[src/core/flow_ctrl_pkg.sv]
// constants for the pause and priority flow control configuration block
// assumes a 32-bit apb register bus and client logic on the same clock
package flow_ctrl_pkg;
  // ******************************************************************
  // register map
  // ******************************************************************
  localparam logic [7:0]  FLOW_CFG_OFFSET    = 8'h00;
  localparam logic [7:0]  FLOW_STATUS_OFFSET = 8'h04;
  localparam int          ADDR_WIDTH         = 8;
  // ******************************************************************
  // configuration fields
  // ******************************************************************
  localparam int          TX_PAUSE_EN_BIT    = 30;
  localparam int          RX_PAUSE_EN_BIT    = 29;
  localparam int          TX_PFC_EN_BIT      = 26;
  localparam int          RX_PFC_EN_BIT      = 25;
  localparam int          AUTO_XON_BIT       = 20;
  localparam int          TX_PRIO_LSB        = 8;
  localparam int          RX_PRIO_LSB        = 0;
  localparam int          PRIO_COUNT         = 8;
  // ******************************************************************
  // reset values and writable masks
  // ******************************************************************
  localparam logic [31:0] CFG_RESET_BASE     = 32'h6000_0000;
  localparam logic [31:0] CFG_RESET_PFC      = 32'h0010_ffff;
  localparam logic [31:0] CFG_MASK_BASE      = 32'h6000_0000;
  localparam logic [31:0] CFG_MASK_PFC       = 32'h0610_ffff;
  // ******************************************************************
  // status fields
  // ******************************************************************
  localparam int          STAT_INHIBIT_BIT   = 0;
  localparam int          STAT_PFC_LSB       = 8;
  localparam int          STAT_COUNT_LSB     = 16;
  localparam int          QUANTA_WIDTH       = 16;
  // ******************************************************************
  // transmit request sequencer states
  // ******************************************************************
  typedef enum logic [2:0] {
    TX_IDLE  = 3'b001,
    TX_PAUSE = 3'b010,
    TX_PFC   = 3'b100
  } tx_state_e;
endpackage : flow_ctrl_pkg

[src/core/request_edge_tracker.sv]
// tracks rising and falling edges of client pause requests
// assumes requests come from logic on clock_i; pending bits cleared by taker
`timescale 1ns/1ps
module request_edge_tracker #(
  parameter int WIDTH = 8
) (
  input  wire logic             clock_i,    // system clock
  input  wire logic             resetn_i,   // async reset, active low
  input  wire logic [WIDTH-1:0] request_i,  // client request levels
  input  wire logic [WIDTH-1:0] enable_i,   // per-request enables
  input  wire logic             xon_on_i,   // send xon on request drop
  input  wire logic             take_i,     // pending bits taken this cycle
  output logic      [WIDTH-1:0] xoff_pend_o,// pause frame owed
  output logic      [WIDTH-1:0] xon_pend_o  // xon frame owed
);
  // ******************************************************************
  // edge detection
  // ******************************************************************
  logic [WIDTH-1:0] request_last;
  wire  [WIDTH-1:0] rise_event = request_i & ~request_last & enable_i;
  wire  [WIDTH-1:0] fall_event = ~request_i & request_last & enable_i;
  wire  [WIDTH-1:0] keep_mask  = take_i ? '0 : '1;
  // newest edge wins; a fresh edge survives a take in the same cycle
  wire  [WIDTH-1:0] next_xoff  = rise_event | (xoff_pend_o & keep_mask & ~fall_event);
  wire  [WIDTH-1:0] next_xon   = (fall_event & {WIDTH{xon_on_i}})
                                 | (xon_pend_o & keep_mask & ~rise_event);

  always_ff @(posedge clock_i or negedge resetn_i) begin
    if (!resetn_i) begin
      request_last <= '0;
      xoff_pend_o  <= '0;
      xon_pend_o   <= '0;
    end else begin
      request_last <= request_i;
      xoff_pend_o  <= next_xoff;
      xon_pend_o   <= next_xon;
    end
  end

  pend_on_rise_a: assert property (@(posedge clock_i) disable iff (!resetn_i)
    rise_event[0] |=> xoff_pend_o[0] && !xon_pend_o[0])
    else $error("rising request did not raise pending pause");
endmodule : request_edge_tracker

[src/core/pause_flow_control_config.sv]
// flow control configuration register and pause request sequencing
// assumes apb master, client and mac datapath all on clock_i
//
// Chosen here: the address map and the APB interface to the registers.
`timescale 1ns/1ps
module pause_flow_control_config
  import flow_ctrl_pkg::*;
#(
  parameter bit PFC_SUPPORT = 1'b1
) (
  input  wire logic                    clock_i,                     // 20 mhz clock
  input  wire logic                    resetn_i,                    // async reset, active low
  input  wire logic                    psel,                        // apb select
  input  wire logic                    penable,                     // apb enable
  input  wire logic                    pwrite,                      // apb direction
  input  wire logic [ADDR_WIDTH-1:0]   paddr,                       // apb byte address
  input  wire logic [31:0]             pwdata,                      // apb write data
  output logic      [31:0]             prdata,                      // apb read data
  output logic                         pready,                      // apb ready
  output logic                         pslverr,                     // apb error
  input  wire logic                    pause_request_i,             // client pause request
  input  wire logic                    tx_priority0_request_valid_i,// priority 0 request
  input  wire logic                    tx_priority1_request_valid_i,// priority 1 request
  input  wire logic                    tx_priority2_request_valid_i,// priority 2 request
  input  wire logic                    tx_priority3_request_valid_i,// priority 3 request
  input  wire logic                    tx_priority4_request_valid_i,// priority 4 request
  input  wire logic                    tx_priority5_request_valid_i,// priority 5 request
  input  wire logic                    tx_priority6_request_valid_i,// priority 6 request
  input  wire logic                    tx_priority7_request_valid_i,// priority 7 request
  input  wire logic                    tx_frame_ack_i,              // transmitter took frame
  input  wire logic                    rx_pause_frame_i,            // pause frame received pulse
  input  wire logic [QUANTA_WIDTH-1:0] rx_pause_quanta_i,           // its quanta
  input  wire logic                    rx_pfc_frame_i,              // priority frame received pulse
  input  wire logic [PRIO_COUNT-1:0]   rx_pfc_class_valid_i,        // priorities valid in it
  output logic                         tx_pause_send_o,             // send pause frame
  output logic                         tx_pause_xon_o,              // pause frame has zero quanta
  output logic                         tx_pfc_send_o,               // send priority frame
  output logic      [PRIO_COUNT-1:0]   tx_pfc_xoff_o,               // priorities paused
  output logic      [PRIO_COUNT-1:0]   tx_pfc_xon_o,                // priorities released
  output logic                         tx_inhibit_o,                // transmitter held off
  output logic                         rx_pause_forward_o,          // pass pause frame to client
  output logic                         rx_pfc_forward_o,            // pass priority frame to client
  output logic      [PRIO_COUNT-1:0]   rx_priority_valid_o          // received priority pulses
);
  // ******************************************************************
  // configuration register
  // ******************************************************************
  localparam logic [31:0] CFG_RESET = CFG_RESET_BASE | (PFC_SUPPORT ? CFG_RESET_PFC : 32'h0000_0000);
  localparam logic [31:0] CFG_MASK  = CFG_MASK_BASE | (PFC_SUPPORT ? CFG_MASK_PFC : 32'h0000_0000);

  logic [31:0]             flow_control_configuration;
  logic [QUANTA_WIDTH-1:0] pause_count;
  tx_state_e               tx_state;
  tx_state_e               next_tx_state;

  function automatic logic hit(input logic [ADDR_WIDTH-1:0] addr, input logic [7:0] offset);
    hit = (addr == offset);
  endfunction : hit

  wire setup_phase = psel && !penable;
  wire access_done = psel && penable && pready;
  wire cfg_hit     = hit(paddr, FLOW_CFG_OFFSET);
  wire status_hit  = hit(paddr, FLOW_STATUS_OFFSET);
  wire cfg_write   = access_done && pwrite && cfg_hit;
  // reserved and absent fields never take a write
  wire [31:0] next_cfg = (pwdata & CFG_MASK) | (flow_control_configuration & ~CFG_MASK);

  always_ff @(posedge clock_i or negedge resetn_i) begin
    if (!resetn_i) begin
      flow_control_configuration <= CFG_RESET;
    end else if (cfg_write) begin
      flow_control_configuration <= next_cfg;
    end
  end

  wire                  tx_pause_en = flow_control_configuration[TX_PAUSE_EN_BIT];
  wire                  rx_pause_en = flow_control_configuration[RX_PAUSE_EN_BIT];
  wire                  tx_pfc_en   = flow_control_configuration[TX_PFC_EN_BIT];
  wire                  rx_pfc_en   = flow_control_configuration[RX_PFC_EN_BIT];
  wire                  auto_xon    = flow_control_configuration[AUTO_XON_BIT];
  wire [PRIO_COUNT-1:0] tx_prio_en  = flow_control_configuration[TX_PRIO_LSB +: PRIO_COUNT];
  wire [PRIO_COUNT-1:0] rx_prio_en  = flow_control_configuration[RX_PRIO_LSB +: PRIO_COUNT];

  // ******************************************************************
  // apb read path
  // ******************************************************************
  logic [PRIO_COUNT-1:0] pfc_xoff_pend;
  logic [PRIO_COUNT-1:0] pfc_xon_pend;
  logic                  pause_xoff_pend;
  logic                  pause_xon_pend;

  wire [31:0] status_word = {pause_count, pfc_xoff_pend | pfc_xon_pend, 7'h00, tx_inhibit_o};
  wire [31:0] read_word   = cfg_hit ? flow_control_configuration : (status_hit ? status_word : 32'h0000_0000);
  wire        bad_address = !cfg_hit && !status_hit;

  // answer is registered at the setup edge, so access phase always has one cycle
  always_ff @(posedge clock_i or negedge resetn_i) begin
    if (!resetn_i) begin
      pready  <= 1'b0;
      prdata  <= 32'h0000_0000;
      pslverr <= 1'b0;
    end else begin
      pready  <= setup_phase;
      prdata  <= (setup_phase && !pwrite) ? read_word : 32'h0000_0000;
      pslverr <= setup_phase && bad_address;
    end
  end

  // ******************************************************************
  // transmit request tracking
  // ******************************************************************
  wire [PRIO_COUNT-1:0] prio_request = {tx_priority7_request_valid_i, tx_priority6_request_valid_i,
                                        tx_priority5_request_valid_i, tx_priority4_request_valid_i,
                                        tx_priority3_request_valid_i, tx_priority2_request_valid_i,
                                        tx_priority1_request_valid_i, tx_priority0_request_valid_i};
  // with priority control off every priority request is masked
  wire [PRIO_COUNT-1:0] prio_active  = tx_prio_en & {PRIO_COUNT{tx_pfc_en}};
  wire                  pfc_pending  = |(pfc_xoff_pend | pfc_xon_pend);
  wire                  pause_pending = pause_xoff_pend || pause_xon_pend;
  wire                  take_pause   = (tx_state == TX_IDLE) && pause_pending;
  wire                  take_pfc     = (tx_state == TX_IDLE) && !pause_pending && pfc_pending;

  request_edge_tracker #(
    .WIDTH       (PRIO_COUNT)
  ) pfc_tracker (
    .clock_i     (clock_i),
    .resetn_i    (resetn_i),
    .request_i   (prio_request),
    .enable_i    (prio_active),
    .xon_on_i    (auto_xon),
    .take_i      (take_pfc),
    .xoff_pend_o (pfc_xoff_pend),
    .xon_pend_o  (pfc_xon_pend)
  );

  request_edge_tracker #(
    .WIDTH       (1)
  ) pause_tracker (
    .clock_i     (clock_i),
    .resetn_i    (resetn_i),
    .request_i   (pause_request_i),
    .enable_i    (tx_pause_en),
    .xon_on_i    (auto_xon),
    .take_i      (take_pause),
    .xoff_pend_o (pause_xoff_pend),
    .xon_pend_o  (pause_xon_pend)
  );

  // ******************************************************************
  // transmit frame sequencer
  // ******************************************************************
  always_comb begin
    next_tx_state = tx_state;
    case (tx_state)
      TX_IDLE: begin
        if (take_pause) begin
          next_tx_state = TX_PAUSE;
        end else if (take_pfc) begin
          next_tx_state = TX_PFC;
        end
      end
      TX_PAUSE, TX_PFC: begin
        if (tx_frame_ack_i) begin
          next_tx_state = TX_IDLE;
        end
      end
      default: begin
        next_tx_state = TX_IDLE;
      end
    endcase
  end

  always_ff @(posedge clock_i or negedge resetn_i) begin
    if (!resetn_i) begin
      tx_state        <= TX_IDLE;
      tx_pause_send_o <= 1'b0;
      tx_pause_xon_o  <= 1'b0;
      tx_pfc_send_o   <= 1'b0;
      tx_pfc_xoff_o   <= '0;
      tx_pfc_xon_o    <= '0;
    end else begin
      tx_state        <= next_tx_state;
      tx_pause_send_o <= (next_tx_state == TX_PAUSE);
      tx_pfc_send_o   <= (next_tx_state == TX_PFC);
      if (take_pause) begin
        tx_pause_xon_o <= pause_xon_pend;
      end
      if (take_pfc) begin
        tx_pfc_xoff_o <= pfc_xoff_pend;
        tx_pfc_xon_o  <= pfc_xon_pend;
      end
    end
  end

  // ******************************************************************
  // receive side
  // ******************************************************************
  wire                    act_pause  = rx_pause_frame_i && rx_pause_en;
  wire [QUANTA_WIDTH-1:0] count_dec  = (pause_count != '0) ? pause_count - QUANTA_WIDTH'(1) : pause_count;
  wire [QUANTA_WIDTH-1:0] next_count = act_pause ? rx_pause_quanta_i : count_dec;

  // one quantum is counted per clock
  always_ff @(posedge clock_i or negedge resetn_i) begin
    if (!resetn_i) begin
      pause_count         <= '0;
      tx_inhibit_o        <= 1'b0;
      rx_pause_forward_o  <= 1'b0;
      rx_pfc_forward_o    <= 1'b0;
      rx_priority_valid_o <= '0;
    end else begin
      pause_count         <= next_count;
      tx_inhibit_o        <= (next_count != '0);
      rx_pause_forward_o  <= rx_pause_frame_i && !rx_pause_en;
      rx_pfc_forward_o    <= rx_pfc_frame_i && !rx_pfc_en;
      rx_priority_valid_o <= (rx_pfc_frame_i && rx_pfc_en) ? (rx_pfc_class_valid_i & rx_prio_en) : '0;
    end
  end

  // ******************************************************************
  // checks
  // ******************************************************************
  pause_inhibit_a: assert property (@(posedge clock_i) disable iff (!resetn_i)
    act_pause && rx_pause_quanta_i > 16'h0002 |=> tx_inhibit_o [*2])
    else $error("received pause did not inhibit transmitter");

  pause_forward_a: assert property (@(posedge clock_i) disable iff (!resetn_i)
    rx_pause_frame_i |=> rx_pause_forward_o == !$past(rx_pause_en))
    else $error("pause frame forwarding wrong");

  pfc_send_a: assert property (@(posedge clock_i) disable iff (!resetn_i)
    $rose(prio_request[7]) && prio_active[7] && tx_state == TX_IDLE && !pause_pending && !pfc_pending
    |-> ##2 tx_pfc_send_o && tx_pfc_xoff_o[7])
    else $error("priority request did not send a frame");

  pfc_off_a: assert property (@(posedge clock_i) disable iff (!resetn_i)
    !tx_pfc_en && !pfc_pending && tx_state == TX_IDLE && !pause_pending |=> !tx_pfc_send_o)
    else $error("priority frame sent while disabled");

  rx_pfc_valid_a: assert property (@(posedge clock_i) disable iff (!resetn_i)
    rx_pfc_frame_i && rx_pfc_en |=> rx_priority_valid_o == $past(rx_pfc_class_valid_i & rx_prio_en))
    else $error("receive priority outputs wrong");

  rx_pfc_pass_a: assert property (@(posedge clock_i) disable iff (!resetn_i)
    rx_pfc_frame_i && !rx_pfc_en |=> rx_pfc_forward_o && rx_priority_valid_o == '0)
    else $error("disabled priority frame acted on");

  auto_xon_a: assert property (@(posedge clock_i) disable iff (!resetn_i)
    $fell(pause_request_i) && tx_pause_en && auto_xon && tx_state == TX_IDLE && !pause_pending && !pfc_pending
    |-> ##2 tx_pause_send_o && tx_pause_xon_o)
    else $error("dropped pause request sent no xon");

  pause_off_a: assert property (@(posedge clock_i) disable iff (!resetn_i)
    !tx_pause_en && !pause_pending && tx_state != TX_PAUSE |=> !tx_pause_send_o)
    else $error("pause frame sent while disabled");

  reserved_zero_a: assert property (@(posedge clock_i) disable iff (!resetn_i)
    (flow_control_configuration & ~CFG_MASK) == 32'h0000_0000)
    else $error("reserved configuration bits set");

  apb_ready_a: assert property (@(posedge clock_i) disable iff (!resetn_i)
    setup_phase |=> pready)
    else $error("apb access not answered");
endmodule : pause_flow_control_config

[config.mk]
export PLATFORM = sky130hd
export DESIGN_NAME = pause_flow_control_config
export DESIGN_NICKNAME = d
export VERILOG_FILES = /design/src/core/flow_ctrl_pkg.sv /design/src/core/request_edge_tracker.sv /design/src/core/pause_flow_control_config.sv
export SDC_FILE = /design/constraint.sdc
export NUM_CORES = 1
export LEC_CHECK = 0
export ABC_AREA = 1
export BUFFER_PORTS_ARGS = -buffer_cell sky130_fd_sc_hd__buf_2
export CAP_MARGIN = 20
export CORE_UTILIZATION = 49
export CTS_BUF_LIST = sky130_fd_sc_hd__clkbuf_8
export DETAILED_ROUTE_END_ITERATION = 8
export GPL_TIMING_DRIVEN = 0
export PLACE_DENSITY = 0.78
export SYNTH_ARGS = -nofsm -noshare
export SYNTH_HDL_FRONTEND = slang
export SYNTH_SLANG_ARGS = --single-unit
[constraint.sdc]
create_clock -name clock_i -period 3.3 [get_ports clock_i]
set_clock_uncertainty 0.2 [all_clocks]
set_input_delay 0.33 -clock clock_i [delete_from_list [all_inputs] [get_ports clock_i]]
set_output_delay 0.33 -clock clock_i [all_outputs]
set_load 0.01 [all_outputs]
# Word-level counts from Yosys, hierarchy flattened
# Cells that the tools add are included.
# word_totals
reg_bits	142
inputBits	81
out_inout_bits	64
# op_classes
addsub	1
eq_ne	6
n_mux	12
n_bitwise	34
n_reduce_logical	28
# ops
operator	n
$mux W32	3
$and A8 B8 Y8	11
$mux W16	2
$not A8 Y8	4
$or A31 B32 Y32	1
$reduce_bool A16 Y1	2
$or A8 B8 Y8	3
$mux W8	2
$sub A16 B1 Y16 const B	1
$logic_and A1 B1 Y1	15
$and A1 B1 Y1	9
$mux W3	3
$eq A8 B3 Y1 const B	1
$logic_not A8 Y1	1
$reduce_or A8 Y1	1
$logic_not A1 Y1	7
$eq A3 B2 Y1 const B	2
$eq A3 B3 Y1 const B	2
$pmux W3 S2	1
$not A1 Y1	4
$eq A3 B1 Y1 const B	1
$or A1 B1 Y1	2
$reduce_or A2 Y1	1
$logic_or A1 B1 Y1	1
$mux W1	1

# Logic depth before layout (Yosys ltp)
# Gate-level depths: netlist of the first run.
# depth
word_depth	8
depth_mapped	13
depth_no_buf	13

# Modules after synthesis
# From an unflattened synthesis of the first run, not the netlist that was laid out.
# hier_totals
cells_unflattened	671
hier_area_um2	5930.7
# by_module_without_submodules
module	n_inst	cells_per_inst	area_each_um2
pause_flow_control_config	1	524	4699.5
request_edge_tracker (pfc_tracker)	1	131	1097.3
request_edge_tracker (pause_tracker)	1	16	133.9

# Least setup slack after synthesis of the first run
# OpenSTA, ideal clock, no wires.
# synth_timing
path_kind	register to register
startpoint	reg pause_count[0]
endpoint	reg tx_inhibit_o
setup_ns	0.125
t_arrival_ns	1.516
setup_slack_ns	1.459
stages_incl_launch_ff	14
path_cell_list	dfrtp_1 inv_1 ha_1 nand2_2 nor2_2 nand2_1 nand2_1 nand2_1 nand2_1 nand2_1 nand2_1 nand2_1 nor2_1 nand3_1
# synth_via
elab_chain_len	4
elab_cells_between_ends	5
# synth_lines
element	line_no	source
start: declaration	pause_flow_control_config.sv:52	logic [QUANTA_WIDTH-1:0] pause_count;
start signal: assignment	pause_flow_control_config.sv:211	pause_count <= next_count;
$sub A16 B1 Y16 / $reduce_bool A16 Y1 (equally long branches)	pause_flow_control_config.sv:199	wire [QUANTA_WIDTH-1:0] count_dec = (pause_count != '0) ? pause_count - QUANTA_WIDTH'(1) : pause_count;
$mux W16 *	pause_flow_control_config.sv:199	
$mux W16 *	pause_flow_control_config.sv:200	wire [QUANTA_WIDTH-1:0] next_count = act_pause ? rx_pause_quanta_i : count_dec;
$reduce_bool A16 Y1 *	pause_flow_control_config.sv:212	tx_inhibit_o <= (next_count != '0);
end signal: assignment	pause_flow_control_config.sv:212	
end: declaration	pause_flow_control_config.sv:40	output logic tx_inhibit_o,
# Every way passes the cells marked *; elsewhere a longest branch is shown, timed or not.
# A chain may end at the register's enable or synchronous reset.

# Worst setup path after layout of the first run
# Same ends and word-level chain as after synthesis.

==> out/results.ini, run 1 <==
[run_status]
outcome=complete, no violations

[power]
power.total_w=0.003582
switching_power_w=0.001021
clockPowerShare=0.336
p_leak_nw=3.960
power_density_nw_per_um2=476.4
p_int_w=0.002562
combPwrFrac=0.157
swShare=0.2849
power_frac_seq=0.506
irDropWorstVdd_v=0.0003134

[placed_design]
postPlaceCellArea_sq_um=6541
gp_congestion=0.9112
port_buffers=133
hpwl_um=10330
dp_worst_setup_slack_ns=1.054

[floorplan]
io_pins=145
chipHeight_um=109.5
coreArea_sq_um=11030
die_w_um=109.5
die-area_sq_um=12000
rows=38
initial_core_util=0.5137

[finish]
n_antenna_cell=0
layout_commonest_cell=nand2_1
stdcell_area_sq_um=7520
drive_gt1_frac=0.2756
final_cell_mix=nand2_1 (178), buf_2 (136), dfrtp_1 (111), inv_1 (80), dlygate4sd3_1 (62)
fill_cells=892
final_nets=930
area_growth_syn_to_layout_pct=32.70

[timing]
finalSetupViolCount=0
period_minus_slack_ns=2.293
worstMarginPinSlew_ns=0.6018
setup_slack_ns=1.007
post-route-period-util=0.6947
tns_ns=0
fmax_mhz=436.2
slew_headroom=0.5988
maxSlewViolCount=0
rsz0062_at_grt=no
finalHoldViolations=0

[synth]
yosysSeqAreaShare=0.5829
synth_cell_type_count=32
synth_seq_cells=131
syn_avg_cell_area_sq_um=8.966
syn-cell-area_sq_um=5667
synthCells=632
ys_warn_count=0
synth.net_count=715

[clock_network]
clockBufferDepth=2
root_buffer=clkbuf_8
clk_latency_ns=0.45
cts_tree=built
clock-sinks=131
h-tree-depth=4
cts_made_buffers=17
path_clk_slew_ns=0.07
ctsResizeCount=0

[setup_path]
reg2reg_setup_slack_ns=1.01
arrival_ns=2.42
r2r_cells=13
reg2reg_to=tx_inhibit_o$_DFF_PN0_
crit_type=register to register
startpoint_type=register
rr_startpoint=pause_count[0]$_DFF_PN0_
crit_start=pause_count[0]$_DFF_PN0_
crit_path_end_kind=register
cp_max_fo=8
critPathRequiredTime_ns=3.43

[drt]
firstDrtPassIters=5
antenna_violating_nets_post_route=0
drt_iter0_markers=310
num_vias=5008
viasPerCell=5.008
wl_per_cell_um=14.84
drt_wl_total_um=14840
drc=0

[global_routing]
grt_pass1_wl_um=23860
antenna_found_initial=0
grt_pass1_vias=5164
grt_max_degree=107
grt-ovfl-total=0
grt_usage=0.2687

[worst_hold_path]
holdPathEnd=prdata[5]$_DFF_PN0_
holdPathStages=6
worst_hold_path_type=input pin to register
min_from=paddr[3]

[run]
cap_violations=0

Yosys cell counts, drive strengths merged:
cell type    n  area share
a21oi       19       0.017
clkbuf       6      0.0040
a31o         1      0.0015
dfstp       20       0.093
nor3b        2      0.0026
o21a         1      0.0013
or2          9      0.0099
nor2        67       0.052
nand3b       3      0.0040
o21ai       30       0.026
o32ai        1      0.0015
nand4        1      0.0011
nor3        15       0.016
inv         76       0.050
ha           2      0.0044
nand2      183        0.12
buf         11       0.015
mux2        18       0.036
o211ai       1      0.0013
dfrtp      111        0.49
nor4         3      0.0033
xor2         1      0.0015
nand3       51       0.045
worst max-delay path, cell delays in order (launching register included):
cell     delay [ns]
dfrtp_1        0.38
inv_1          0.23
ha_1           0.37
nand2_2        0.14
nor2_2         0.23
nand2_1        0.08
nand2_1        0.06
nand2_1        0.05
nand2_1        0.06
nand2_1        0.05
nand2_1        0.08
nand2_1        0.06
nor2_1         0.11
nand3_1        0.08
how the worst max path moves through the flow:
stage | end | slack (ns) | cells past startpoint
2_1_floorplan | tx_inhibit_o$_DFF_PN0_ | 1.46 | 13
5_1_grt | tx_inhibit_o$_DFF_PN0_ | 0.82 | 13
3_5_place_dp | tx_inhibit_o$_DFF_PN0_ | 1.05 | 13
4_1_cts | tx_inhibit_o$_DFF_PN0_ | 1.02 | 10
3_3_place_gp | rx_priority_valid_o[4]$_DFF_PN0_ | 0.10 | 1
6_report | tx_inhibit_o$_DFF_PN0_ | 1.01 | 13
flip-flops by register name, indices dropped and copies added, names as in the netlist:
signal and cells:
prdata 32, flow_control_configuration 21, pause_count 16, pfc_tracker.request_last 8, pfc_tracker.xoff_pend_o 8, pfc_tracker.xon_pend_o 8, rx_priority_valid_o 8, tx_pfc_xoff_o 8
tx_pfc_xon_o 8, tx_state 3, pause_tracker.request_last 1, pause_tracker.xoff_pend_o 1, pause_tracker.xon_pend_o 1, pready 1, pslverr 1, rx_pause_forward_o 1
rx_pfc_forward_o 1, tx_inhibit_o 1, tx_pause_send_o 1, tx_pause_xon_o 1, tx_pfc_send_o 1
metrics by stage:
stage | util | hold WS, ns | instances
3_3_place_gp | 0.5900 | 0.2565 | 905
2_1_floorplan | - | -0.1656 | 632
5_1_grt | 0.6817 | 0.09791 | 1000
3_5_place_dp | 0.5930 | 0.008344 | 906
4_1_cts | 0.6817 | 0.06737 | 1000
6_report | 0.6817 | 0.1027 | 1000
power by group through the flow:
| stage | combinational, W | clock [W] | sequential [W] |
|---|---|---|---|
| 2_1_floorplan | 0.000315 | 0 | 0.00183 |
| 3_3_place_gp | 0.000486 | 0 | 0.00184 |
| 3_5_place_dp | 0.000505 | 0 | 0.00184 |
| 4_1_cts | 0.000565 | 0.00124 | 0.00181 |
| 5_1_grt | 0.000640 | 0.00131 | 0.00183 |
| 6_report | 0.000563 | 0.00121 | 0.00181 |
per-layer routing:
metal	up-vias	routed length, um	GRT usage
li1	2415	-	-
met3	30	898	0.07528
met2	179	7468	0.4618
met1	2384	6123	0.3218
met4	0	347	0.09905
met5	-	0	0
what timing repair did:
action	CTS	global route
buffers inserted	0	0
hold endpoints to repair	178	0
hold buffers	62	0
area by class of cell:
class / count / area, sq um / area share
timing repair buffer: 196 / 1320 / 0.1755
inverter: 76 / 285.3 / 0.03794
tap: 140 / 175.2 / 0.02329
clock buffer: 23 / 316.6 / 0.04210
buffer: 17 / 106.4 / 0.01414
clock inverter: 9 / 41.29 / 0.005491
multi-input combinational: 408 / 1972 / 0.2622
sequential: 131 / 3303 / 0.4393
logic make-up (layout without fill, tap and decap cells):
family / after synthesis / in the layout / share of synthesized area
multiplexers: 18 / 18 / 0.03577
AND/OR/NAND/NOR: 334 / 334 / 0.2572
buffers and inverters: 93 / 321 / 0.06911
flip-flops: 131 / 131 / 0.5829
adder cells (fa/ha/maj): 2 / 2 / 0.004415
AO/OA/AOI/OAI: 53 / 53 / 0.04902
XOR/XNOR: 1 / 1 / 0.001546
Power figures use the tool's default switching activity.
==> run 2, diff against run 1 <==
==> constraint.sdc (replaced) <==
create_clock -name clock_i -period 2.3 [get_ports clock_i]
set_clock_uncertainty 0.2 [all_clocks]
set_input_delay 0.23 -clock clock_i [delete_from_list [all_inputs] [get_ports clock_i]]
set_output_delay 0.23 -clock clock_i [all_outputs]
set_load 0.01 [all_outputs]
==> out/results.ini, run 2 (synthesis results as in run 1) <==
[run_status]
outcome=complete, no violations

[power]
irDropWorstVdd_v=0.0004515
power.total_w=0.005157
power_density_nw_per_um2=678.7
p_leak_nw=3.990

[setup_path]
worstPathCellList=dlygate4sd3_1 > buf_2 > nor2_4 > dlygate4sd3_1 > inv_1 > nor3b_1 > dlygate4sd3_1
critPathRequiredTime_ns=2.49
rr_startpoint=pause_count[0]$_DFF_PN0_
crit_path_end_kind=register
cp_max_fo=4
cpPeakStageDelay_ns=0.58
arrival_ns=2.44
startpoint_type=input pin
reg2reg_setup_slack_ns=0.20
crit_path_frequent_cell=dlygate4sd3_1
crit_type=input pin to register
crit_start=paddr[2]
cpMaxStageDelayCell=dlygate4sd3_1

[clock_network]
h-tree-depth=4
clockBufferDepth=2
root_buffer=clkbuf_8
cts_made_buffers=17
path_clk_slew_ns=0.07
clock-sinks=131
cts_setup_buffers=0
clk_latency_ns=0.45
cts_tree=built

[finish]
reg_top3=prdata (32), flow_control_configuration (21), pause_count (16)
regMostFlops=prdata
stdcell_area_sq_um=7597
n_antenna_cell=0
largest_reg_flops=32
final_cell_mix=nand2_1 (178), buf_2 (135), dfrtp_1 (111), inv_1 (78), dlygate4sd3_1 (66)
layout_commonest_cell=nand2_1
area_growth_syn_to_layout_pct=34.07
fill_cells=884
final_nets=935
drive_gt1_frac=0.2786

[drt]
drc=0
wl_per_cell_um=15.09
drt_wl_total_um=15170
viasPerCell=5.043
firstDrtPassIters=5
num_vias=5068
drt_iter0_markers=332
antenna_violating_nets_post_route=0

[timing]
finalSetupViolCount=0
maxSlewViolCount=0
finalHoldViolations=0
worstMarginPinSlew_ns=0.5899
slew_headroom=0.6067
tns_ns=0
fmax_mhz=444.4
period_minus_slack_ns=2.250
post-route-period-util=0.9783
rsz0062_at_grt=no

[global_routing]
grt_usage=0.2731
grt_pass1_vias=5208
grt_pass1_wl_um=24210
antenna_found_initial=0
grt_max_degree=107
grt-ovfl-total=0

[worst_hold_path]
worst_hold_path_type=input pin to register
min_from=pwrite

[floorplan]
die_w_um=109.5
coreArea_sq_um=11030
die-area_sq_um=12000
initial_core_util=0.5137
chipHeight_um=109.5
rows=38
io_pins=145

[placed_design]
hpwl_um=10330
postPlaceCellArea_sq_um=6541
port_buffers=133
gp_congestion=0.9112

[run]
cap_violations=0

## run 2: through the flow
stage / setup WS (ns) / util / hold WS (ns) / instances
floorplan: 0.4590 / - / -0.2656 / 632
global placement: -0.7986 / 0.5900 / 0.1565 / 905
finish: 0.04990 / 0.6887 / 0.03131 / 1005
global route: 0.006400 / 0.6887 / 0.02752 / 1005
CTS: 0.01853 / 0.6853 / 0.002863 / 1004
detailed placement: 0.05423 / 0.5930 / -0.09166 / 906
## run 2: what timing repair did
| item | CTS | global route |
|---|---|---|
| hold buffers | 66 | 0 |
| endpoints found under the setup margin | 0 | 3 |
| resized for setup | 0 | 5 |
| hold endpoints to repair | 198 | 0 |
## run 2: metal layers
layer	share of wire	global-route usage	vias up
li1	-	-	2428
met1	0.41	0.3261	2424
met2	0.51	0.4699	189
met3	0.061	0.07528	27
met4	0.021	0.1038	0
met5	0	0	-
## run 2: area by class of cell
| cell class | count | area [sq um] | share of cell area |
|---|---|---|---|
| sequential | 131 | 3303 | 0.4348 |
| multi-input combinational | 408 | 1979 | 0.2605 |
| timing repair buffer | 201 | 1388 | 0.1826 |
| clock buffer | 23 | 316.6 | 0.04167 |
| inverter | 76 | 285.3 | 0.03755 |
| tap | 140 | 175.2 | 0.02306 |
| buffer | 17 | 108.9 | 0.01433 |
| clock inverter | 9 | 41.29 | 0.005435 |
## run 2: path summary, 6_finish.rpt
kind | endpoint | depth (start not counted)
hold / removal | prdata[18]$_DFF_PN0_ | 4
setup reg to reg | tx_inhibit_o$_DFF_PN0_ | 13
setup / recovery | prdata[5]$_DFF_PN0_ | 7
max in group asynchronous | prdata[28]$_DFF_PN0_ | 4
hold reg to reg | rx_priority_valid_o[7]$_DFF_PN0_ | 2
min in group asynchronous | flow_control_configuration[13]$_DFFE_PN1P_ | 2
## run 2: power by group
group	total, W	switching, W	leakage (nW)	internal, W
Combinational	0.000822	0.000489	2.12	0.000334
Clock	0.00173	0.000840	0.204	0.000892
Sequential	0.00260	0.000145	1.66	0.00246
Total	0.00516	0.00147	3.99	0.00368
## run 2: critical path, delay by kind of cell
kind | cells | cell delay, ns
buf+inv | 5 | 1.91
simple gates | 2 | 0.30
